### src/verilog/lcm_params.svh
// register offsets, reset values and field split of the lan csr bank
`ifndef LCM_PARAMS_SVH
`define LCM_PARAMS_SVH

// ----------------------------------------------------------------------------
// address space
// ----------------------------------------------------------------------------
`define LCM_SPACE_BASE     8'h00
`define LCM_SPACE_END      8'hFC

// ----------------------------------------------------------------------------
// register byte offsets
// ----------------------------------------------------------------------------
`define LCM_OFS_BUS_CFG    8'h00
`define LCM_OFS_TX_POLL    8'h08
`define LCM_OFS_RX_POLL    8'h10
`define LCM_OFS_RX_BASE    8'h18
`define LCM_OFS_TX_BASE    8'h20
`define LCM_OFS_INT_STAT   8'h28
`define LCM_OFS_NET_CTRL   8'h30
`define LCM_OFS_INT_EN     8'h38
`define LCM_OFS_LOST_CNT   8'h40
`define LCM_OFS_SERIAL     8'h48
`define LCM_OFS_GP_TIMER   8'h58
`define LCM_OFS_WAKEUP     8'h68
`define LCM_OFS_WATCHDOG   8'h78
`define LCM_OFS_STAT2      8'h80
`define LCM_OFS_INT_EN2    8'h84
`define LCM_OFS_COMMAND    8'h88
`define LCM_OFS_PERF_CNT   8'h8C
`define LCM_OFS_PM_CTRL    8'h90
`define LCM_OFS_CUR_TXD    8'h94
`define LCM_OFS_CUR_RXD    8'h98
`define LCM_OFS_TX_BURST   8'h9C
`define LCM_OFS_FLASH      8'hA0
`define LCM_OFS_STA_LO     8'hA4
`define LCM_OFS_STA_HI     8'hA8
`define LCM_OFS_MC_LO      8'hAC
`define LCM_OFS_MC_HI      8'hB0
`define LCM_OFS_UC_LO      8'hB4
`define LCM_OFS_UC_HI      8'hB8
`define LCM_OFS_OP_MODE    8'hFC

// ----------------------------------------------------------------------------
// reset values
// ----------------------------------------------------------------------------
`define LCM_RST_BUS_CFG    32'h0000_1000
`define LCM_RST_DEFAULT    32'h0000_0000

// ----------------------------------------------------------------------------
// status word split: low half level latches, high half edge latches
// ----------------------------------------------------------------------------
`define LCM_LEVEL_MASK     32'h0000_FFFF

`endif

### src/verilog/lcm_pkg.sv
// types of the lan csr bank
package lcm_pkg;

    // ------------------------------------------------------------------------
    // access kinds of a register word
    // ------------------------------------------------------------------------
    typedef enum logic [3:0] {
        LCM_KIND_NONE    = 4'h0,
        LCM_KIND_RW      = 4'h1,
        LCM_KIND_RWSC    = 4'h2,
        LCM_KIND_RWH     = 4'h3,
        LCM_KIND_RO      = 4'h4,
        LCM_KIND_VIRT    = 4'h5,
        LCM_KIND_LOR     = 4'h6,
        LCM_KIND_STAT_MK = 4'h7,
        LCM_KIND_STAT_SC = 4'h8,
        LCM_KIND_STAT_LO = 4'h9,
        LCM_KIND_IEN     = 4'hA
    } lcm_kind_type;

    // ------------------------------------------------------------------------
    // register port request, word addressed
    // ------------------------------------------------------------------------
    typedef struct packed {
        logic        wr;
        logic        rd;
        logic [5:0]  addr;
        logic [31:0] wdata;
    } lcm_req_type;

    // ------------------------------------------------------------------------
    // hardware sources
    // ------------------------------------------------------------------------
    typedef struct packed {
        logic [31:0] int_src;
        logic [31:0] stat2_src;
        logic [31:0] pm_src;
        logic [31:0] lost_cnt;
        logic [31:0] perf_cnt;
        logic [31:0] cur_txd;
        logic [31:0] cur_rxd;
        logic [31:0] serial_in;
        logic [31:0] net_set;
        logic [31:0] net_clr;
        logic [31:0] wake_strap;
    } lcm_hw_in_type;

    // ------------------------------------------------------------------------
    // controls to hardware
    // ------------------------------------------------------------------------
    typedef struct packed {
        logic [31:0] bus_cfg;
        logic [31:0] tx_poll;
        logic [31:0] rx_poll;
        logic [31:0] rx_base;
        logic [31:0] tx_base;
        logic [31:0] net_ctrl;
        logic [31:0] int_en;
        logic [31:0] gp_timer;
        logic [31:0] wakeup;
        logic [31:0] watchdog;
        logic [31:0] int_en2;
        logic [31:0] command;
        logic [31:0] tx_burst;
        logic [31:0] flash;
        logic [31:0] sta_lo;
        logic [31:0] sta_hi;
        logic [31:0] mc_lo;
        logic [31:0] mc_hi;
        logic [31:0] uc_lo;
        logic [31:0] uc_hi;
        logic [31:0] op_mode;
        logic        tx_poll_stb;
        logic        rx_poll_stb;
    } lcm_ctrl_type;

    // ------------------------------------------------------------------------
    // whole state of the bank
    // ------------------------------------------------------------------------
    typedef struct packed {
        logic [63:0][31:0] regs;
        logic [63:0][31:0] prev;
        logic              lor_done;
        logic [1:0]        poll_stb;
        logic [31:0]       rdata;
        logic              rvalid;
        logic              int_req;
    } lcm_state_type;

endpackage

### src/verilog/lcm_csr_bank.sv
// control/status register bank of the lan controller
`timescale 1ns/1ps
`include "lcm_params.svh"

// Overview of operation
// RULE1 - decode every word from byte zero up to and including the top word
// RULE2 - registers are taken only as whole words, never by byte lane
// RULE3 - plain read/write words hold the last write and drive hardware
// RULE4 - writes to hardware-written read fields are ignored
// RULE5 - read-only fields load through one register stage, one clock late
// RULE6 - read-virtual fields have no storage and go straight to read mux
// RULE7 - latch-high fields set while source high, clear on read
// RULE8 - latch-low fields set while source low, clear on read
// RULE9 - mask-clearing fields: written one bits clear, zero bits keep
// RULE10 - edge fields set on rising or falling source edge, clear on read, or by written one bits in the mask-clearing word
// RULE11 - enable words are read/write and gate their status onto interrupt
// RULE12 - latch-on-reset word captures in first cycle after reset, then rw
// RULE13 - self-clearing word turns a write into a one-clock strobe
// RULE14 - hardware-affected word: both sides update, hardware wins same cycle
// RULE15 - operation mode word sits at the last word of the space
// RULE16 - unlisted words read zero and ignore writes
module lcm_csr_bank (
    // clock, reset, enable
    input  wire logic                  i_clk_sys,
    input  wire logic                  i_rst,
    input  wire logic                  i_ce,
    // register port
    input  wire lcm_pkg::lcm_req_type  i_csr,
    output logic [31:0]                o_csr_rdata,
    output logic                       o_csr_rvalid,
    // hardware side
    input  wire lcm_pkg::lcm_hw_in_type i_hw,
    output lcm_pkg::lcm_ctrl_type      o_ctrl,
    output logic                       o_int_req
);

    // ------------------------------------------------------------------------
    // decode helpers
    // ------------------------------------------------------------------------
    function automatic logic [5:0] lcm_idx(input logic [7:0] ofs);
        return ofs[7:2];
    endfunction

    // one table drives both write behaviour and read mux
    function automatic lcm_pkg::lcm_kind_type lcm_kind(input logic [5:0] idx);
        logic [7:0] ofs;
        ofs = {idx, 2'b00};
        unique case (ofs)
            `LCM_OFS_BUS_CFG, `LCM_OFS_RX_BASE, `LCM_OFS_TX_BASE,
            `LCM_OFS_GP_TIMER, `LCM_OFS_WATCHDOG, `LCM_OFS_COMMAND,
            `LCM_OFS_TX_BURST, `LCM_OFS_FLASH, `LCM_OFS_STA_LO,
            `LCM_OFS_STA_HI, `LCM_OFS_MC_LO, `LCM_OFS_MC_HI,
            `LCM_OFS_UC_LO, `LCM_OFS_UC_HI,
            `LCM_OFS_OP_MODE:                   return lcm_pkg::LCM_KIND_RW;   // [RULE15]
            `LCM_OFS_TX_POLL, `LCM_OFS_RX_POLL: return lcm_pkg::LCM_KIND_RWSC;
            `LCM_OFS_NET_CTRL:                  return lcm_pkg::LCM_KIND_RWH;
            `LCM_OFS_LOST_CNT, `LCM_OFS_PERF_CNT,
            `LCM_OFS_CUR_TXD, `LCM_OFS_CUR_RXD: return lcm_pkg::LCM_KIND_RO;
            `LCM_OFS_SERIAL:                    return lcm_pkg::LCM_KIND_VIRT;
            `LCM_OFS_WAKEUP:                    return lcm_pkg::LCM_KIND_LOR;
            `LCM_OFS_INT_STAT:                  return lcm_pkg::LCM_KIND_STAT_MK;
            `LCM_OFS_STAT2:                     return lcm_pkg::LCM_KIND_STAT_SC;
            `LCM_OFS_PM_CTRL:                   return lcm_pkg::LCM_KIND_STAT_LO;
            `LCM_OFS_INT_EN, `LCM_OFS_INT_EN2:  return lcm_pkg::LCM_KIND_IEN;
            default:                            return lcm_pkg::LCM_KIND_NONE; // [RULE16]
        endcase
    endfunction

    function automatic lcm_pkg::lcm_state_type lcm_reset_state();
        lcm_pkg::lcm_state_type s;
        s = '0;
        for (int i = 0; i < 64; i++) begin
            s.regs[i] = `LCM_RST_DEFAULT;
        end
        s.regs[lcm_idx(`LCM_OFS_BUS_CFG)] = `LCM_RST_BUS_CFG;
        return s;
    endfunction

    localparam lcm_pkg::lcm_state_type RESET_STATE = lcm_reset_state();

    // ------------------------------------------------------------------------
    // hardware sources by word index
    // ------------------------------------------------------------------------
    logic [63:0][31:0] src;

    always_comb begin
        src = '0;
        src[lcm_idx(`LCM_OFS_INT_STAT)] = i_hw.int_src;
        src[lcm_idx(`LCM_OFS_STAT2)]    = i_hw.stat2_src;
        src[lcm_idx(`LCM_OFS_PM_CTRL)]  = i_hw.pm_src;
        src[lcm_idx(`LCM_OFS_LOST_CNT)] = i_hw.lost_cnt;
        src[lcm_idx(`LCM_OFS_PERF_CNT)] = i_hw.perf_cnt;
        src[lcm_idx(`LCM_OFS_CUR_TXD)]  = i_hw.cur_txd;
        src[lcm_idx(`LCM_OFS_CUR_RXD)]  = i_hw.cur_rxd;
        src[lcm_idx(`LCM_OFS_SERIAL)]   = i_hw.serial_in;
        src[lcm_idx(`LCM_OFS_WAKEUP)]   = i_hw.wake_strap;
    end

    // ------------------------------------------------------------------------
    // next state
    // ------------------------------------------------------------------------
    lcm_pkg::lcm_state_type s_q;
    lcm_pkg::lcm_state_type s_d;

    always_comb begin
        logic                  wr;
        logic                  rd;
        logic [31:0]           set_hi;
        logic [31:0]           set_lo;
        logic [31:0]           nxt;
        lcm_pkg::lcm_kind_type kind;
        wr     = 1'b0;
        rd     = 1'b0;
        set_hi = '0;
        set_lo = '0;
        nxt    = '0;
        kind   = lcm_pkg::LCM_KIND_NONE;
        s_d    = s_q;
        s_d.poll_stb = 2'b00;
        s_d.rvalid   = 1'b0;
        // whole 64-word space decoded, address carries no byte lanes
        for (int i = 0; i < 64; i++) begin
            kind = lcm_kind(6'(i));                                         // [RULE1] [RULE2]
            wr   = i_csr.wr && (i_csr.addr == 6'(i));
            rd   = i_csr.rd && (i_csr.addr == 6'(i));
            // low half latches level, high half latches edges
            set_hi = (src[i] & `LCM_LEVEL_MASK)
                   | (src[i] & ~s_q.prev[i] & ~`LCM_LEVEL_MASK);
            set_lo = (~src[i] & `LCM_LEVEL_MASK)
                   | (~src[i] & s_q.prev[i] & ~`LCM_LEVEL_MASK);
            unique case (kind)
                lcm_pkg::LCM_KIND_RW,
                lcm_pkg::LCM_KIND_IEN: begin
                    if (wr) begin
                        s_d.regs[i] = i_csr.wdata;                          // [RULE3] [RULE11]
                    end
                end
                lcm_pkg::LCM_KIND_RWSC: begin
                    // value lives one clock, then hardware wipes it
                    s_d.regs[i] = wr ? i_csr.wdata : `LCM_RST_DEFAULT;     // [RULE13]
                end
                lcm_pkg::LCM_KIND_RWH: begin
                    nxt = wr ? i_csr.wdata : s_q.regs[i];
                    // hardware set/clear applied after the write so it wins
                    s_d.regs[i] = (nxt | i_hw.net_set) & ~i_hw.net_clr;     // [RULE14]
                end
                lcm_pkg::LCM_KIND_RO: begin
                    s_d.regs[i] = src[i];                                   // [RULE4] [RULE5]
                end
                lcm_pkg::LCM_KIND_LOR: begin
                    if (!s_q.lor_done) begin
                        s_d.regs[i] = src[i];                               // [RULE12]
                    end else if (wr) begin
                        s_d.regs[i] = i_csr.wdata;
                    end
                end
                lcm_pkg::LCM_KIND_STAT_MK: begin
                    // set wins over a clear in the same cycle
                    s_d.regs[i] = (s_q.regs[i] & ~(wr ? i_csr.wdata : 32'h0000_0000))
                                | set_hi;                                   // [RULE9] [RULE10]
                end
                lcm_pkg::LCM_KIND_STAT_SC: begin
                    s_d.regs[i] = (rd ? 32'h0000_0000 : s_q.regs[i]) | set_hi; // [RULE7] [RULE10]
                end
                lcm_pkg::LCM_KIND_STAT_LO: begin
                    s_d.regs[i] = (rd ? 32'h0000_0000 : s_q.regs[i]) | set_lo; // [RULE8] [RULE10]
                end
                lcm_pkg::LCM_KIND_VIRT,
                lcm_pkg::LCM_KIND_NONE: begin
                    // no storage: writes dropped
                end
            endcase
            s_d.prev[i] = src[i];
        end
        s_d.lor_done = 1'b1;
        s_d.poll_stb[0] = i_csr.wr && (i_csr.addr == lcm_idx(`LCM_OFS_TX_POLL)); // [RULE13]
        s_d.poll_stb[1] = i_csr.wr && (i_csr.addr == lcm_idx(`LCM_OFS_RX_POLL)); // [RULE13]
        // read data is the value before this cycle's update
        if (i_csr.rd) begin
            s_d.rvalid = 1'b1;
            unique case (lcm_kind(i_csr.addr))
                lcm_pkg::LCM_KIND_NONE: s_d.rdata = 32'h0000_0000;          // [RULE16]
                lcm_pkg::LCM_KIND_VIRT: s_d.rdata = src[i_csr.addr];        // [RULE6]
                default:                s_d.rdata = s_q.regs[i_csr.addr];
            endcase
        end
        s_d.int_req = |(s_d.regs[lcm_idx(`LCM_OFS_INT_STAT)] & s_d.regs[lcm_idx(`LCM_OFS_INT_EN)])
                    | |(s_d.regs[lcm_idx(`LCM_OFS_STAT2)] & s_d.regs[lcm_idx(`LCM_OFS_INT_EN2)]); // [RULE11]
    end

    // ------------------------------------------------------------------------
    // state register
    // ------------------------------------------------------------------------
    always_ff @(posedge i_clk_sys) begin
        if (i_rst) begin
            s_q <= RESET_STATE;
        end else if (i_ce) begin
            s_q <= s_d;
        end
    end

    // ------------------------------------------------------------------------
    // outputs
    // ------------------------------------------------------------------------
    assign o_csr_rdata         = s_q.rdata;
    assign o_csr_rvalid        = s_q.rvalid;
    assign o_int_req           = s_q.int_req;
    assign o_ctrl.bus_cfg      = s_q.regs[lcm_idx(`LCM_OFS_BUS_CFG)];
    assign o_ctrl.tx_poll      = s_q.regs[lcm_idx(`LCM_OFS_TX_POLL)];
    assign o_ctrl.rx_poll      = s_q.regs[lcm_idx(`LCM_OFS_RX_POLL)];
    assign o_ctrl.rx_base      = s_q.regs[lcm_idx(`LCM_OFS_RX_BASE)];
    assign o_ctrl.tx_base      = s_q.regs[lcm_idx(`LCM_OFS_TX_BASE)];
    assign o_ctrl.net_ctrl     = s_q.regs[lcm_idx(`LCM_OFS_NET_CTRL)];
    assign o_ctrl.int_en       = s_q.regs[lcm_idx(`LCM_OFS_INT_EN)];
    assign o_ctrl.gp_timer     = s_q.regs[lcm_idx(`LCM_OFS_GP_TIMER)];
    assign o_ctrl.wakeup       = s_q.regs[lcm_idx(`LCM_OFS_WAKEUP)];
    assign o_ctrl.watchdog     = s_q.regs[lcm_idx(`LCM_OFS_WATCHDOG)];
    assign o_ctrl.int_en2      = s_q.regs[lcm_idx(`LCM_OFS_INT_EN2)];
    assign o_ctrl.command      = s_q.regs[lcm_idx(`LCM_OFS_COMMAND)];
    assign o_ctrl.tx_burst     = s_q.regs[lcm_idx(`LCM_OFS_TX_BURST)];
    assign o_ctrl.flash        = s_q.regs[lcm_idx(`LCM_OFS_FLASH)];
    assign o_ctrl.sta_lo       = s_q.regs[lcm_idx(`LCM_OFS_STA_LO)];
    assign o_ctrl.sta_hi       = s_q.regs[lcm_idx(`LCM_OFS_STA_HI)];
    assign o_ctrl.mc_lo        = s_q.regs[lcm_idx(`LCM_OFS_MC_LO)];
    assign o_ctrl.mc_hi        = s_q.regs[lcm_idx(`LCM_OFS_MC_HI)];
    assign o_ctrl.uc_lo        = s_q.regs[lcm_idx(`LCM_OFS_UC_LO)];
    assign o_ctrl.uc_hi        = s_q.regs[lcm_idx(`LCM_OFS_UC_HI)];
    assign o_ctrl.op_mode      = s_q.regs[lcm_idx(`LCM_OFS_OP_MODE)];
    assign o_ctrl.tx_poll_stb  = s_q.poll_stb[0];
    assign o_ctrl.rx_poll_stb  = s_q.poll_stb[1];

endmodule

### config.mk
export PLATFORM = sky130hd
export DESIGN_NAME = lcm_csr_bank
export DESIGN_NICKNAME = d
export VERILOG_FILES = /design/src/verilog/lcm_pkg.sv /design/src/verilog/lcm_csr_bank.sv
export VERILOG_INCLUDE_DIRS = /design/src /design/src/verilog
export SDC_FILE = /design/constraint.sdc
export NUM_CORES = 2
export LEC_CHECK = 0
export BUFFER_PORTS_ARGS = -buffer_cell sky130_fd_sc_hd__buf_2
export CORE_AREA = 2 2 431 433
export CTS_CLUSTER_SIZE = 8
export DETAILED_ROUTE_END_ITERATION = 12
export DIE_AREA = 0 0 433 435
export SLEW_MARGIN = 20
export SYNTH_ARGS = -nofsm -noshare
export SYNTH_HDL_FRONTEND = slang
export SYNTH_SLANG_ARGS = --single-unit
### constraint.sdc
create_clock -name i_clk_sys -period 4 [get_ports i_clk_sys]
set_input_delay 0.8 -clock i_clk_sys [delete_from_list [all_inputs] [get_ports i_clk_sys]]
set_output_delay 0.8 -clock i_clk_sys [all_outputs]
set_load 0.1 [all_outputs]
==> results.toml <==
[detailed_routing]
drt_first_iter_violations = 5703
routed_wl_mm = 301.8
via_count = 47100
drc = 0
drt_first_pass_iters = 8
vias_per_cell = 5.412
wl_per_cell_um = 34.68
detail-route-antenna-nets = 0

[hold_path]
hp-start = "i_hw[173]"
hold_class = "primary input to flip-flop"

[synthesis]
synth-simple-area-share_pct = 15.94
ys_ff_latch = 981
ys_async_sr_fraction_pct = 0
synth_fa_ha_area_share_pct = 0
synth.distinct_cells = 64
synth_top_area_cell = "dfxtp_1"
synth-xor-area-share_pct = 0
syn_avg_cell_area_sq_um = 8.224
synthTopCellsByArea = "dfxtp_1 40%, buf_4 11%, nand2_1 9.2%, a21oi_1 6.8%, mux2i_1 6.2%"
synth_edf_count = 0
yosysSeqAreaShare_pct = 40.34
synth.area.mux_share_pct = 11.81
postSynthCellCount = 5920
yosysWarnings = 0
syn-cell-area_sq_um = 48690
synth_top_area_share_pct = 40.34
ys.flop_type = "dfxtp_1"
synth_top_family_by_area = "compound AO/OA/AOI/OAI gates"
syn-num-nets = 6315
synth-compound-area-share_pct = 16.63

[clock_network]
clkSlewWorstSetupHoldPaths_ns = 0.05
root_buffer = "clkbuf_16"
cts_max_path_buffers = 3
numCtsBuffers = 145
cts_hold_buf = 0
cts_tree = "done"
clkSinkCount = 981
cts_resized = 0
htreeDepth = 4
clkLatencyLatePin_ns = 0.82
cts_setup_buffers = 0

[finish]
fin_area_sq_um = 56420
num-fill-cells = 19520
area_delta_synth_final_pct = 15.89
finalNetCount = 6551
seq_area_sq_um = 19640
multi_input_comb_area_sq_um = 21860
utilization_pct = 30.66
drive_gt1_share_pct = 27.14

[outcome]
status = "finished clean"

[sta]
postLayoutSetupSlackWorst_ns = 0.8685
fin_hold_ws_ns = 0.2201
finalMaxSlewViolations = 0
worst_slew_pin_slew_ns = 1.177
slew_headroom_pct = 21.31
clock_skew_ns = 0.03782
rsz0062_at_grt = "no"
fin_crit_ns = 3.131
setup_violations = 0
fmax_mhz = 319.3
finalHoldViolations = 0
post-route-period-util_pct = 78.29

[global_route]
grt_pass1_wl_mm = 399.0
gr-usage-all-layers_pct = 30.83
grt_pass1_vias = 43990
grt-ovfl-total = 0
grt_max_degree = 130
antenna_found_initial = 70

[floorplanning]
die_x_um = 433
die_area_sq_um = 188400
ios = 1103
dieHeight_um = 435
initial_core_util_pct = 26.45
rows = 158
coreArea_sq_um = 184000

[placement]
dp_hpwl_mm = 227.0
place_ws_ns = 0.1377
postPlaceCellArea_sq_um = 52230
gp_congestion = 0.9817
io_buffer_count = 1102

[critical_path]
startpoint_type = "primary input"
criticalPathCategory = "primary input to flip-flop"
setup.worst_path.end = "o_csr_rdata[12]"
crit-reg2reg-launch = "o_ctrl[353]"
cp.arrival_ns = 3.78
critPathCaptureType = "flip-flop"
reg2reg_to = "o_csr_rdata[31]"
critPathLaunch = "i_csr[34]"
r2r_setup_slack_ns = 1.40
cp_max_fo = 21
worstPathRequired_ns = 4.65
r2r_cells = 4

[job]
max_cap_viol_count = 0

[power]
total_power_mw = 24.96
p_clk_share_pct = 46.9
irDropWorstVdd_uv = 357.5
p_seq_share_pct = 41.2
p_comb_share_pct = 11.9
netSwitchingPower_mw = 7.353
internal_power_mw = 17.60
power_density_nw_per_um2 = 442.3
switching_share_pct = 29.47
p_leak_nw = 22.96
placed cells by master (no fill, tap or decap), types with 23 or more instances in the layout:
cell type / count
nand2_1: 1184
buf_2: 1096
dfxtp_1: 980
a21oi_1: 661
nor2_1: 573
mux2i_1: 301
buf_4: 178
a22oi_1: 164
clkbuf_16: 147
o21ai_0: 134
mux4_2: 114
a211oi_1: 82
a221oi_1: 75
nor3_1: 50
a22o_1: 42
a31oi_1: 35
diode_2: 34
nand3_1: 34
buf_12: 34
nor2b_1: 33
o22ai_1: 24
a222oi_1: 23
routing by layer:
metal / up-vias / track usage (%) / wire, um
met1: 23290 / 35.89 / 112600
met4: 16 / 18.65 / 21330
met5: - / 0 / 88
met3: 751 / 8.708 / 28040
li1: 20100 / - / -
met2: 2949 / 50.02 / 139800
worst min-delay path by stage:
stage,endpoint,slack [ns],depth (start not counted)
2_1_floorplan,o_ctrl[130],0.44,2
3_3_place_gp,o_ctrl[146],0.45,2
3_5_place_dp,o_ctrl[561],0.46,2
4_1_cts,s_q[2627],0.16,3
5_1_grt,s_q[3280],0.19,3
6_report,s_q[3282],0.22,3
cell type report:
class | count | share of cell area (%)
Clock inverter | 20 | 0.5921
Sequential cell | 981 | 34.81
Antenna cell | 34 | 0.1508
Tap cell | 2480 | 5.500
Inverter | 15 | 0.1087
Timing Repair Buffer | 1313 | 13.42
Multi-Input combinational cell | 3700 | 38.74
Clock buffer | 160 | 6.677
synthesized netlist by cell type (64+ instances only):
| master | n |
|---|---|
| nand2_1 | 1198 |
| dfxtp_1 | 981 |
| buf_4 | 714 |
| a21oi_1 | 661 |
| nor2_1 | 580 |
| clkbuf_1 | 394 |
| mux2i_1 | 301 |
| a22oi_1 | 164 |
| o21ai_0 | 134 |
| mux4_2 | 114 |
| a211oi_1 | 82 |
| a221oi_1 | 75 |
| buf_2 | 64 |
power by group through the flow:
stage | Sequential, mW | Clock, mW | Combinational [mW]
6_report | 10.3 | 11.7 | 2.97
5_1_grt | 10.3 | 12.2 | 3.07
4_1_cts | 10.3 | 11.9 | 2.94
3_5_place_dp | 10.5 | 0 | 2.93
3_3_place_gp | 10.5 | 0 | 2.92
2_1_floorplan | 10.4 | 0 | 1.81
flip-flops by register name, summed over array words and instances, names as in the netlist:
register	count
o_int_req	1
o_csr_rdata	32
s_q	273
o_csr_rvalid	1
o_ctrl	674
cell families after synthesis:
group	count (synthesis)
multiplexers	430
flip-flops	981
AND/OR/NAND/NOR	1955
AO/OA/AOI/OAI	1315
buffers and inverters	1239
critical path: stages:
cell	delay, ns
buf_6	0.18
buf_4	0.42
nor4b_2	0.14
buf_12	0.16
nand2_2	0.52
buf_4	0.26
nor2_1	0.06
a2111oi_1	0.99
a211oi_1	0.18
stage by stage:
step | setup TNS [ns] | std cells
after floorplan | 0 | 5920
after global placement | -0.1713 | 8488
after detailed placement | 0 | 8488
after CTS | 0 | 8668
after global routing | 0 | 8692
final | 0 | 8703
(Power assumes the default switching activity.)
